<file path="config.mk">
export PLATFORM = sky130hd
export DESIGN_NAME = vtp_pattern_gen
export DESIGN_NICKNAME = d
export VERILOG_FILES = /design/src/logic/vtp_pattern_gen.v
export VERILOG_INCLUDE_DIRS = /design/src /design/src/logic
export SDC_FILE = /design/constraint.sdc
export NUM_CORES = 1
export LEC_CHECK = 0
export BUFFER_PORTS_ARGS = -buffer_cell sky130_fd_sc_hd__buf_4
export CAP_MARGIN = 0
export CORE_MARGIN = 3
export CORE_UTILIZATION = 27
export DETAILED_ROUTE_END_ITERATION = 10
export PLACE_DENSITY = 0.39
export RECOVER_POWER = 25
export SYNTH_ARGS = -nofsm -noshare
export SYNTH_HDL_FRONTEND = slang
export SYNTH_SLANG_ARGS = --single-unit
</file>
<file path="constraint.sdc">
create_clock -name I_SYS_CLK -period 5.64 [get_ports I_SYS_CLK]
set_input_delay 0.846 -clock I_SYS_CLK [delete_from_list [all_inputs] [get_ports I_SYS_CLK]]
set_output_delay 0.846 -clock I_SYS_CLK [all_outputs]
set_load 0.05 [all_outputs]
</file>
<file path="src/logic/vtp_regs.vh">
// register indices, field positions, reset values and timing for the test pattern block
`ifndef VTP_REGS_VH
`define VTP_REGS_VH
`define VTP_IDX_CTRL 8'h64
`define VTP_IDX_CFG 8'h65
`define VTP_IDX_IADDR 8'h66
`define VTP_IDX_IDATA 8'h67
`define VTP_CTRL_RST 8'h10
`define VTP_CFG_RST 8'h00
`define VTP_IADDR_RST 8'h00
`define VTP_CTRL_EN 0
`define VTP_CTRL_VREV 1
`define VTP_CTRL_BARS 2
`define VTP_CTRL_SEL_LO 4
`define VTP_CFG_AUTO 0
`define VTP_CFG_INV 1
`define VTP_CFG_TSEL 2
`define VTP_CFG_EXTCLK 3
`define VTP_CFG_RED 4
`define VTP_CFG_CUST 5
`define VTP_CFG_SCALE 6
`define VTP_IND_RED 5'h00
`define VTP_IND_GRN 5'h01
`define VTP_IND_BLU 5'h02
`define VTP_IND_FTIME 5'h03
`define VTP_IND_HTOT 5'h04
`define VTP_IND_VTOT 5'h06
`define VTP_IND_HACT 5'h08
`define VTP_IND_VACT 5'h0A
`define VTP_IND_HSW 5'h0C
`define VTP_IND_VSW 5'h0D
`define VTP_IND_HBP 5'h0E
`define VTP_IND_VBP 5'h0F
`define VTP_IND_SYNC 5'h10
`define VTP_IND_MASK 5'h11
`define VTP_IND_COUNT 19
`define VTP_PAT_CHECK 4'h0
`define VTP_PAT_CUSTOM 4'hE
`define VTP_PAT_STRIPE 4'hF
`define VTP_DIV_DEFAULT 2
`endif

</file>
<file path="src/logic/vtp_pattern_gen.v">
// test pattern generator with avalon register access and indirect register window
//
// Our own choice: the Avalon-MM register port.
`timescale 1ns/1ps
`include "vtp_regs.vh"
module vtp_pattern_gen #(
  parameter DIV = `VTP_DIV_DEFAULT
) (
  input wire I_SYS_CLK,
  input wire I_RESET_N,
  input wire I_CLK_EN,
  input wire [9:0] I_AVS_ADDRESS,
  input wire I_AVS_READ,
  input wire I_AVS_WRITE,
  input wire [31:0] I_AVS_WRITEDATA,
  input wire [3:0] I_AVS_BYTEENABLE,
  output wire [31:0] O_AVS_READDATA,
  output wire O_AVS_WAITREQUEST,
  input wire I_EXT_PCLK,
  input wire I_EXT_DE,
  input wire I_EXT_HS,
  input wire I_EXT_VS,
  output wire O_PIX_STROBE,
  output wire [7:0] O_PIX_R,
  output wire [7:0] O_PIX_G,
  output wire [7:0] O_PIX_B,
  output wire O_PIX_DE,
  output wire O_PIX_HS,
  output wire O_PIX_VS,
  output wire O_PATTERN_ACTIVE
);
  reg [7:0] ctrl_ff;
  reg [6:0] cfg_ff;
  reg [7:0] iaddr_ff;
  reg [7:0] ind_ff [0:`VTP_IND_COUNT-1];
  reg ack_ff;
  reg [7:0] rdata_ff;
  reg [3:0] pclk_sync_ff;
  reg [2:0] de_sync_ff;
  reg [2:0] hs_sync_ff;
  reg [2:0] vs_sync_ff;
  reg [7:0] div_ff;
  reg [15:0] h_ff;
  reg [15:0] v_ff;
  reg [7:0] frame_ff;
  reg [3:0] pat_ff;
  reg [7:0] r_ff;
  reg [7:0] g_ff;
  reg [7:0] b_ff;
  reg de_ff;
  reg hs_ff;
  reg vs_ff;
  reg strobe_ff;
  integer i;

  wire req = I_AVS_READ | I_AVS_WRITE;
  wire [7:0] idx = I_AVS_ADDRESS[9:2];
  wire word_ok = (I_AVS_ADDRESS[1:0] == 2'h0);
  wire do_write = I_CLK_EN & I_AVS_WRITE & ack_ff & I_AVS_BYTEENABLE[0] & word_ok;
  wire ind_hit = (iaddr_ff < `VTP_IND_COUNT);
  wire [4:0] ind_sel = iaddr_ff[4:0];

  // one wait state: the word is read at the first edge and stands at the accepting edge
  assign O_AVS_WAITREQUEST = req & (~ack_ff | ~I_CLK_EN);
  assign O_AVS_READDATA = {24'h000000, rdata_ff};

  // handshake and read data capture
  always @(posedge I_SYS_CLK) begin
    if (!I_RESET_N) begin
      ack_ff <= 1'b0;
      rdata_ff <= 8'h00;
    end else if (I_CLK_EN) begin
      ack_ff <= req & ~ack_ff;
      if (I_AVS_READ & ~ack_ff) begin
        if (!word_ok) begin
          rdata_ff <= 8'h00;
        end else if (idx == `VTP_IDX_CTRL) begin
          rdata_ff <= {ctrl_ff[7:4], 1'b0, ctrl_ff[2:0]};
        end else if (idx == `VTP_IDX_CFG) begin
          rdata_ff <= {1'b0, cfg_ff};
        end else if (idx == `VTP_IDX_IADDR) begin
          rdata_ff <= iaddr_ff;
        end else if (idx == `VTP_IDX_IDATA) begin
          rdata_ff <= ind_hit ? ind_ff[ind_sel] : 8'h00;
        end else begin
          rdata_ff <= 8'h00;
        end
      end
    end
  end

  // register writes; unmapped or unselected lanes are dropped
  always @(posedge I_SYS_CLK) begin
    if (!I_RESET_N) begin
      ctrl_ff <= `VTP_CTRL_RST;
      cfg_ff <= 7'h00;
      iaddr_ff <= `VTP_IADDR_RST;
      for (i = 0; i < `VTP_IND_COUNT; i = i + 1) begin
        ind_ff[i] <= 8'h00;
      end
      ind_ff[`VTP_IND_RED] <= 8'hFF;
      ind_ff[`VTP_IND_FTIME] <= 8'h3C;
      ind_ff[`VTP_IND_HTOT] <= 8'h20;
      ind_ff[`VTP_IND_HTOT+1] <= 8'h03;
      ind_ff[`VTP_IND_VTOT] <= 8'h0D;
      ind_ff[`VTP_IND_VTOT+1] <= 8'h02;
      ind_ff[`VTP_IND_HACT] <= 8'h80;
      ind_ff[`VTP_IND_HACT+1] <= 8'h02;
      ind_ff[`VTP_IND_VACT] <= 8'hE0;
      ind_ff[`VTP_IND_VACT+1] <= 8'h01;
      ind_ff[`VTP_IND_HSW] <= 8'h60;
      ind_ff[`VTP_IND_VSW] <= 8'h02;
      ind_ff[`VTP_IND_HBP] <= 8'h30;
      ind_ff[`VTP_IND_VBP] <= 8'h21;
      ind_ff[`VTP_IND_MASK] <= 8'hFF;
      ind_ff[`VTP_IND_MASK+1] <= 8'hFF;
    end else if (do_write) begin
      if (idx == `VTP_IDX_CTRL) begin
        ctrl_ff <= {I_AVS_WRITEDATA[7:4], 1'b0, I_AVS_WRITEDATA[2:0]};
      end else if (idx == `VTP_IDX_CFG) begin
        cfg_ff <= I_AVS_WRITEDATA[6:0];
      end else if (idx == `VTP_IDX_IADDR) begin
        iaddr_ff <= I_AVS_WRITEDATA[7:0];
      end else if (idx == `VTP_IDX_IDATA) begin
        if (ind_hit) begin
          ind_ff[ind_sel] <= I_AVS_WRITEDATA[7:0];
        end
      end
    end
  end

  // configuration views
  wire en = ctrl_ff[`VTP_CTRL_EN];
  wire tsel = cfg_ff[`VTP_CFG_TSEL];
  wire [15:0] h_tot = {ind_ff[`VTP_IND_HTOT+1], ind_ff[`VTP_IND_HTOT]};
  wire [15:0] v_tot = {ind_ff[`VTP_IND_VTOT+1], ind_ff[`VTP_IND_VTOT]};
  wire [15:0] h_act = {ind_ff[`VTP_IND_HACT+1], ind_ff[`VTP_IND_HACT]};
  wire [15:0] v_act = {ind_ff[`VTP_IND_VACT+1], ind_ff[`VTP_IND_VACT]};
  wire [15:0] pat_mask = {ind_ff[`VTP_IND_MASK+1], ind_ff[`VTP_IND_MASK]};
  wire [15:0] h_sw = {8'h00, ind_ff[`VTP_IND_HSW]};
  wire [15:0] v_sw = {8'h00, ind_ff[`VTP_IND_VSW]};
  wire [15:0] h_start = h_sw + {8'h00, ind_ff[`VTP_IND_HBP]};
  wire [15:0] v_start = v_sw + {8'h00, ind_ff[`VTP_IND_VBP]};

  // pin synchronisers; only the second stage onward is looked at
  always @(posedge I_SYS_CLK) begin
    if (!I_RESET_N) begin
      pclk_sync_ff <= 4'h0;
      de_sync_ff <= 3'h0;
      hs_sync_ff <= 3'h0;
      vs_sync_ff <= 3'h0;
    end else if (I_CLK_EN) begin
      pclk_sync_ff <= {pclk_sync_ff[2:0], I_EXT_PCLK};
      de_sync_ff <= {de_sync_ff[1:0], I_EXT_DE};
      hs_sync_ff <= {hs_sync_ff[1:0], I_EXT_HS};
      vs_sync_ff <= {vs_sync_ff[1:0], I_EXT_VS};
    end
  end
  wire pclk_rise = pclk_sync_ff[2] & ~pclk_sync_ff[3];
  wire ext_de = de_sync_ff[2];
  wire ext_vs_rise = vs_sync_ff[1] & ~vs_sync_ff[2];

  // internal divided clock as a tick; divider kept as enable to stay in one domain
  always @(posedge I_SYS_CLK) begin
    if (!I_RESET_N) begin
      div_ff <= 8'h00;
    end else if (I_CLK_EN) begin
      div_ff <= (div_ff >= DIV - 1) ? 8'h00 : div_ff + 8'h01;
    end
  end
  wire div_tick = (div_ff == 8'h00);

  // external timing always follows the pixel clock
  wire pix_tick = tsel ? (cfg_ff[`VTP_CFG_EXTCLK] ? pclk_rise : div_tick) : pclk_rise;

  // own timing window
  wire h_end = (h_ff >= h_tot - 16'h0001);
  wire v_end = (v_ff >= v_tot - 16'h0001);
  wire int_de = (h_ff >= h_start) & (h_ff < h_start + h_act) & (v_ff >= v_start) & (v_ff < v_start + v_act);
  wire [15:0] ax = tsel ? h_ff - h_start : h_ff;
  wire [15:0] ay = tsel ? v_ff - v_start : v_ff;
  wire cur_de = tsel ? int_de : ext_de;
  wire frame_end = tsel ? (pix_tick & h_end & v_end) : ext_vs_rise;

  // position counters
  always @(posedge I_SYS_CLK) begin
    if (!I_RESET_N) begin
      h_ff <= 16'h0000;
      v_ff <= 16'h0000;
    end else if (I_CLK_EN) begin
      if (tsel) begin
        // counters run over the configured frame
        if (pix_tick) begin
          h_ff <= h_end ? 16'h0000 : h_ff + 16'h0001;
          if (h_end) begin
            v_ff <= v_end ? 16'h0000 : v_ff + 16'h0001;
          end
        end
      end else begin
        // position follows incoming enable and vsync
        if (ext_vs_rise) begin
          v_ff <= 16'h0000;
          h_ff <= 16'h0000;
        end else if (pix_tick) begin
          if (ext_de) begin
            h_ff <= h_ff + 16'h0001;
          end else if (h_ff != 16'h0000) begin
            h_ff <= 16'h0000;
            v_ff <= v_ff + 16'h0001;
          end
        end
      end
    end
  end

  // next enabled pattern after the current one
  function [3:0] next_pat;
    input [3:0] cur;
    input [15:0] mask;
    integer k;
    reg [3:0] cand;
    reg found;
    begin
      next_pat = cur;
      found = 1'b0;
      cand = cur;
      for (k = 1; k < 16; k = k + 1) begin
        cand = cur + k[3:0];
        if (!found && mask[cand]) begin
          next_pat = cand;
          found = 1'b1;
        end
      end
    end
  endfunction

  // pattern selection and frame time counting
  always @(posedge I_SYS_CLK) begin
    if (!I_RESET_N) begin
      frame_ff <= 8'h00;
      pat_ff <= 4'h0;
    end else if (I_CLK_EN) begin
      if (!cfg_ff[`VTP_CFG_AUTO]) begin
        pat_ff <= ctrl_ff[7:4];
        frame_ff <= 8'h00;
      end else if (frame_end) begin
        if (frame_ff + 8'h01 >= ind_ff[`VTP_IND_FTIME]) begin
          frame_ff <= 8'h00;
          pat_ff <= next_pat(pat_ff, pat_mask);
        end else begin
          frame_ff <= frame_ff + 8'h01;
        end
      end
    end
  end

  // cell size one or eight pixels
  wire scale = cfg_ff[`VTP_CFG_SCALE];
  wire chk = scale ? (ax[3] ^ ay[3]) : (ax[0] ^ ay[0]);
  wire [1:0] band = ay[7:6] ^ {2{ctrl_ff[`VTP_CTRL_VREV]}};
  wire [7:0] lvl_h = cfg_ff[`VTP_CFG_RED] ? {ax[5:0], 2'h0} : ax[7:0];
  wire [7:0] lvl_v = cfg_ff[`VTP_CFG_RED] ? {ay[5:0], 2'h0} : ay[7:0];
  wire [23:0] custom = {ind_ff[`VTP_IND_RED], ind_ff[`VTP_IND_GRN], ind_ff[`VTP_IND_BLU]};
  reg [23:0] rgb;
  reg [23:0] base;

  // colour of the current pixel
  always @* begin
    base = 24'h000000;
    rgb = 24'h000000;
    case (pat_ff[3:2] == 2'h1 ? 2'h0 : 2'h0)
      default: base = 24'h000000;
    endcase
    if (ctrl_ff[`VTP_CTRL_BARS]) begin
      rgb = {{8{ax[7]}}, {8{ax[6]}}, {8{ax[5]}}};
    end else begin
      case (pat_ff)
        `VTP_PAT_CHECK: rgb = chk ? (cfg_ff[`VTP_CFG_CUST] ? custom : 24'hFFFFFF) : 24'h000000;
        4'h1: rgb = 24'hFFFFFF;
        4'h2: rgb = 24'h000000;
        4'h3: rgb = 24'hFF0000;
        4'h4: rgb = 24'h00FF00;
        4'h5: rgb = 24'h0000FF;
        4'h6: rgb = {lvl_h, lvl_h, lvl_h};
        4'h7: rgb = {lvl_h, 16'h0000};
        4'h8: rgb = {8'h00, lvl_h, 8'h00};
        4'h9: rgb = {16'h0000, lvl_h};
        4'hA: rgb = {lvl_v, lvl_v, lvl_v};
        4'hB: rgb = {lvl_v, 16'h0000};
        4'hC: rgb = {8'h00, lvl_v, 8'h00};
        4'hD: rgb = {16'h0000, lvl_v};
        `VTP_PAT_CUSTOM: rgb = custom;
        default: begin
          case (band)
            2'h0: base = 24'hFFFF00;
            2'h1: base = 24'h00FFFF;
            2'h2: base = 24'h0000FF;
            default: base = 24'hFF0000;
          endcase
          rgb = chk ? base : 24'h000000;
        end
      endcase
    end
    if (cfg_ff[`VTP_CFG_INV]) begin
      rgb = ~rgb;
    end
    if (cfg_ff[`VTP_CFG_RED]) begin
      rgb = rgb & 24'hFCFCFC;
    end
  end

  // output stage; colour forced to zero outside the active area and while disabled
  always @(posedge I_SYS_CLK) begin
    if (!I_RESET_N) begin
      r_ff <= 8'h00;
      g_ff <= 8'h00;
      b_ff <= 8'h00;
      de_ff <= 1'b0;
      hs_ff <= 1'b0;
      vs_ff <= 1'b0;
      strobe_ff <= 1'b0;
    end else if (I_CLK_EN) begin
      strobe_ff <= pix_tick;
      if (pix_tick) begin
        de_ff <= cur_de;
        hs_ff <= tsel ? ((h_ff < h_sw) ^ ind_ff[`VTP_IND_SYNC][0]) : hs_sync_ff[2];
        vs_ff <= tsel ? ((v_ff < v_sw) ^ ind_ff[`VTP_IND_SYNC][1]) : vs_sync_ff[2];
        if (en & cur_de) begin
          r_ff <= rgb[23:16];
          g_ff <= rgb[15:8];
          b_ff <= rgb[7:0];
        end else begin
          r_ff <= 8'h00;
          g_ff <= 8'h00;
          b_ff <= 8'h00;
        end
      end
    end
  end

  assign O_PIX_STROBE = strobe_ff;
  assign O_PIX_R = r_ff;
  assign O_PIX_G = g_ff;
  assign O_PIX_B = b_ff;
  assign O_PIX_DE = de_ff;
  assign O_PIX_HS = hs_ff;
  assign O_PIX_VS = vs_ff;
  assign O_PATTERN_ACTIVE = en;
endmodule

</file>
### Yosys cells after proc, flatten, opt, wreduce, memory -nomap -nowiden

Memories as Yosys holds them, arrays and structs flattened. A register that Yosys moved wholly into a read port is not among the register bits.
Index checks and enable logic that the tools add are counted.

* add/sub/neg operators: 27
* multiply operators: 0
* divide/modulo/power cells: 0
* $lt $le $gt $ge: 26
* eq/ne operators: 26
* shift operators: 0
* muxes and demuxes: 209
* bitwise logic cells: 45
* reduce and logical (&&, ||, !) cells: 46

Operator list (count)
* case mux 24 bit (15 select lines): 1
* 2-to-1 mux 8 bit: 34
* 2-to-1 mux 16 bit: 15
* 2-to-1 mux 24 bit: 5
* 2-to-1 mux 1 bit: 116
* less-than comparator 4 x 5 -> 1 bit, second input constant: 15
* 2-to-1 mux 4 bit: 18
* case mux 24 bit (3 select lines): 1
* binary-select mux 1 bit (select 4 bit): 15
* adder 16 x 1 -> 16 bit, second input constant: 2
* adder 4 bit, second input constant: 8
* adder 9 x 16 -> 16 bit: 2
* equality test 8 x 7 -> 1 bit, second input constant: 4
* greater-or-equal comparator 16 bit: 2
* greater-or-equal comparator 16 x 9 -> 1 bit: 2
* less-than comparator 16 bit: 2
* less-than comparator 16 x 8 -> 1 bit: 2
* subtractor 16 x 1 -> 16 bit, second input constant: 2
* equality test 4 bit, second input constant: 7
* NOT 24 bit: 1
* adder 8 x 8 -> 9 bit: 2
* 2-to-1 mux 18 bit: 1
* OR 1 bit: 18
* adder 4 x 3 -> 4 bit, second input constant: 4
* 34 further kinds: 100

* register bits after elaboration: 124
* bits in latches: 0
* RAM bits: 152
* ROM bits: 0
* input port bits: 55
* output and inout bits: 62
* logic and storage cells: 401
* memories: 1

Memory list
* ind_ff: words 19, bits a word 8, read ports 20, clocked after memory_dff 1, write ports 19, RTL line vtp_pattern_gen.v:35 `` reg [7:0] ind_ff [0:`VTP_IND_COUNT-1]; ``

### Longest topological paths before layout

* depth after elaboration: 121
* depth in mapped cells: 27
* mapped depth without buffers: 26

### Worst setup path after synthesis

Ideal clock, no wire load.

* kind: flip-flop to flip-flop
* start: memory ind_ff[13][0]
* end: register r_ff[7], in the netlist O_PIX_R[7]
* setup time: 0.095 ns
* arrival: 4.923 ns
* required time: 5.545 ns
* setup slack: 0.622 ns
* stages on the path, launching flop included: 24
* path buffers: 1
* clock period less this slack: 5.018 ns
* cells stage by stage: edfxtp_1 ha_1 fa_1 ha_1 a21o_1 a21oi_1 o21ai_0 a21oi_1 o21ai_0 a21oi_1 nor2b_1 o31ai_1 nor2_1 xnor2_1 ha_1 a21oi_1 nor2b_1 o21ai_0 nand3_1 a311o_1 o41ai_1 nand4_1 clkbuf_1 o311ai_1

RTL lines
* start, declared: RTL line vtp_pattern_gen.v:35
* end signal, assigned: RTL line vtp_pattern_gen.v:329 `r_ff <= rgb[23:16];`
* end, declared: RTL line vtp_pattern_gen.v:47 `reg [7:0] r_ff;`

==> flow_summary_export.csv <==
group,metric,value,unit
clocking,cts_inserted_buffers,46,
floorplan,core-area,89190,um2
critical_path,worstSetupEndpointType,"flip-flop",
status,violations_in_the_final_reports,"max-capacitance violations, max-slew violations",
pwr,power.static_leakage,10.90,nW
run,max_cap_viol_count,6,
sta,fmax,184.8,MHz
cells_and_area,layout_commonest_cell,"nor2_1",
pwr,power_per_cell_area,256.5,nW/um2
yosys,synth_edf_count,248,
cells_and_area,area_growth,15.63,%
clocking,cts_num_sinks,385,
cells_and_area,proportion_of_layout_cells_with_a_drive_suffix_above_1,0.1332,
yosys,syn-cell-area,24530,um2
sta,final_max_slew_viol_count,142,
route,final_antenna_net_count,0,
sta,max_slew_margin,-0.3842,
yosys,synth_area_per_cell,10.53,um2
global_route,pin_count_of_the_biggest_net_entering_global_routing,42,
sta,tightest_slew,2.076,ns
clocking,cts_tree,"yes",
yosys,ys_warn_count,0,
floorplan,die_area,94500,um2
yosys,synth_sequential_area_ratio,0.4154,
critical_path,worst-endpoint-arrival,5.92,ns
critical_path,cp_data_required_time,6.15,ns
global_route,antenna_found_initial,2,
placed_design,dp.final_hpwl,63940,um
global_route,groute.usage.overall,0.1743,
yosys,synth_cell_type_count,94,
route,drc_errors,0,
yosys,postSynthRegisterBits,385,
cells_and_area,fin_nets,2734,
floorplan,ioPinCount,117,
yosys,netlist_instances,2329,
status,outcome,"complete, but fails checks",
route,routed_wirelength,83700,um
sta,setup-violations-final,0,
critical_path,cpMaxStageDelayCell,"edfxtp_1",
floorplan,fp.dieW,307.4,um
route,detailedRoute.firstPassIterationCount,8,
placed_design,portBuffers,65,
floorplan,die_height,307.4,um
route,detailedRoute.firstIterationViolations,1397,
clocking,htreeDepth,2,
sta,setup_tns,0,ns
yosys,postSynth.topFlopCell,"edfxtp_1",
cells_and_area,layout_common_cells,"nor2_1, edfxtp_1, nand2_1",
global_route,first_pass_grt_wire_length,123700,um
min_path,min-delay-path-class,"reg -> reg",
sta,worst_hold_slack,0.4419,ns
route,route.vias.total,18840,
clocking,clk_latency,0.61,ns
critical_path,maximum_single_stage_delay_on_the_critical_path,0.45,ns
sta,fin_crit,5.413,ns
clocking,cts.hold.buffers_added,0,
cells_and_area,fillers,9177,
critical_path,setup.worst_path.class,"reg -> reg",
critical_path,timing.critical_path.fanout_max,6,
critical_path,critical_path.startpoint_type,"flip-flop",
route,route.detailed.vias_per_inst,5.075,
pwr,worst_ir_drop_on_vdd,0.2583,mV
critical_path,critical_path.most_common_cell,"a21oi_2",
sta,fin_worst_skew,0.02022,ns
clocking,clock_path_buffers,3,
sta,final_hold_viol_count,0,
route,routedWlPerCell,22.55,um
floorplan,core.rowCount,109,
global_route,overflow,0,
cells_and_area,utilization,0.3180,
placed_design,place_congestion,0.8816,
global_route,first_global_vias,18210,
clocking,cts_root_buf,"clkbuf_16",
yosys,postSynth.asyncResetShare,0,
clocking,clk_pin_slew_worst_paths,0.06,ns
floorplan,initial_standard_cell_utilization_of_the_core,0.2750,
sta,post-route-period-util,0.9597,
## synthesized netlist by cell type (24+ instances only)
| cell type | number | area (um2) |
|---|---|---|
| buf_4 | 25 | 187.7 |
| xor2_1 | 62 | 543.0 |
| nand3_1 | 47 | 235.2 |
| a211oi_1 | 24 | 180.2 |
| dfxtp_1 | 137 | 2743 |
| nor3_1 | 32 | 160.2 |
| mux2i_1 | 77 | 770.7 |
| ha_1 | 164 | 2052 |
| inv_1 | 113 | 424.2 |
| nor2_1 | 286 | 1074 |
| a21o_1 | 39 | 292.8 |
| nand2_1 | 187 | 701.9 |
| xnor2_1 | 88 | 770.7 |
| edfxtp_1 | 248 | 7447 |
| mux4_2 | 104 | 2342 |
| clkbuf_1 | 74 | 277.8 |
| o21ai_0 | 109 | 545.5 |
| a21oi_1 | 98 | 490.5 |
## layout make-up
cell class | instances | area, um2 | area share
Clock inverter | 22 | 217.7 | 0.007676
Inverter | 117 | 439.2 | 0.01548
Antenna cell | 2 | 5.005 | 0.0001765
Sequential cell | 385 | 10200 | 0.3596
Timing Repair Buffer | 132 | 848.3 | 0.02991
Clock buffer | 62 | 1241 | 0.04376
Tap cell | 1165 | 1458 | 0.05139
Multi-Input combinational cell | 1827 | 13950 | 0.4920
## final timing paths
path                                                   from                      end  slack [ns]  depth (start not counted)
worst max-delay path            ind_ff[13][0]$_SDFFCE_PN0P_  O_PIX_R[7]$_SDFFE_PN0P_        0.23                         26
worst min-delay path                O_PIX_G[3]$_SDFFE_PN0P_  O_PIX_G[3]$_SDFFE_PN0P_        0.44                          2
worst max register to register  ind_ff[13][0]$_SDFFCE_PN0P_  O_PIX_R[7]$_SDFFE_PN0P_        0.23                         26
worst min register to register      O_PIX_G[3]$_SDFFE_PN0P_  O_PIX_G[3]$_SDFFE_PN0P_        0.44                          2
## sequential cells by signal, indices dropped and copies added (netlist names), 8 cells and up, named ones only
signal / flops
O_PIX_R: 8
frame_ff: 8
div_ff: 8
ind_ff: 256
v_ff: 16
O_PIX_G: 8
rdata_ff: 8
h_ff: 16
iaddr_ff: 8
O_PIX_B: 8
## cells by family after synthesis
group,Yosys count,synth area share
AOI/OAI and AO/OA,460,0.1240
xor gates and xnor gates,151,0.05422
adders and majority gates,170,0.08855
buffers and inverters,244,0.04285
DFF,385,0.4154
muxes,204,0.1392
other,1,0.0001529
and+or+nand+nor,714,0.1356
## critical path: cells and delay by family, from the launching register on
family	cells	cell delay, ns
AO/OA/AOI/OAI	12	2.21
AND/OR/NAND/NOR	6	0.67
adder cells (fa/ha/maj)	4	1.25
XOR/XNOR	2	0.37
buffers and inverters	2	0.37
flip-flops	1	0.45
## per-layer routing
metal  vias up  part of all wire  GRT usage
met5         -           0.00016          0
met4         2             0.019    0.03476
met3        90             0.044    0.02414
met2       463              0.46     0.2803
met1      9419              0.48     0.2509
li1       8863                 -          -
## report_power, final
part	internal [mW]	leakage, nW	switching (mW)	total [mW]
Combinational	0.451	6.69	0.697	1.15
Clock	1.68	0.709	1.24	2.93
Sequential	3.11	3.50	0.0869	3.20
## per-stage QoR
step	power [mW]	cell area (um2)	setup WS, ns	std cells
5_1_grt	7.597	28360	-0.04784	3710
6_report	7.276	28360	0.2275	3712
4_1_cts	7.332	28370	0.005438	3705
2_1_floorplan	4.010	25010	0.6220	2456
3_5_place_dp	4.357	26870	-0.03974	3618
3_3_place_gp	4.346	26870	-0.01673	3618
## repair_timing
action | in CTS | in global routing
pin swaps | 4 | 38
hold endpoints to repair | 0 | 0
gates cloned | 0 | 1
endpoints found under the setup margin | 23 | 25
buffers inserted | 3 | 4
gates resized for setup | 6 | 69
No activity file was read; power rests on OpenSTA's default activity.
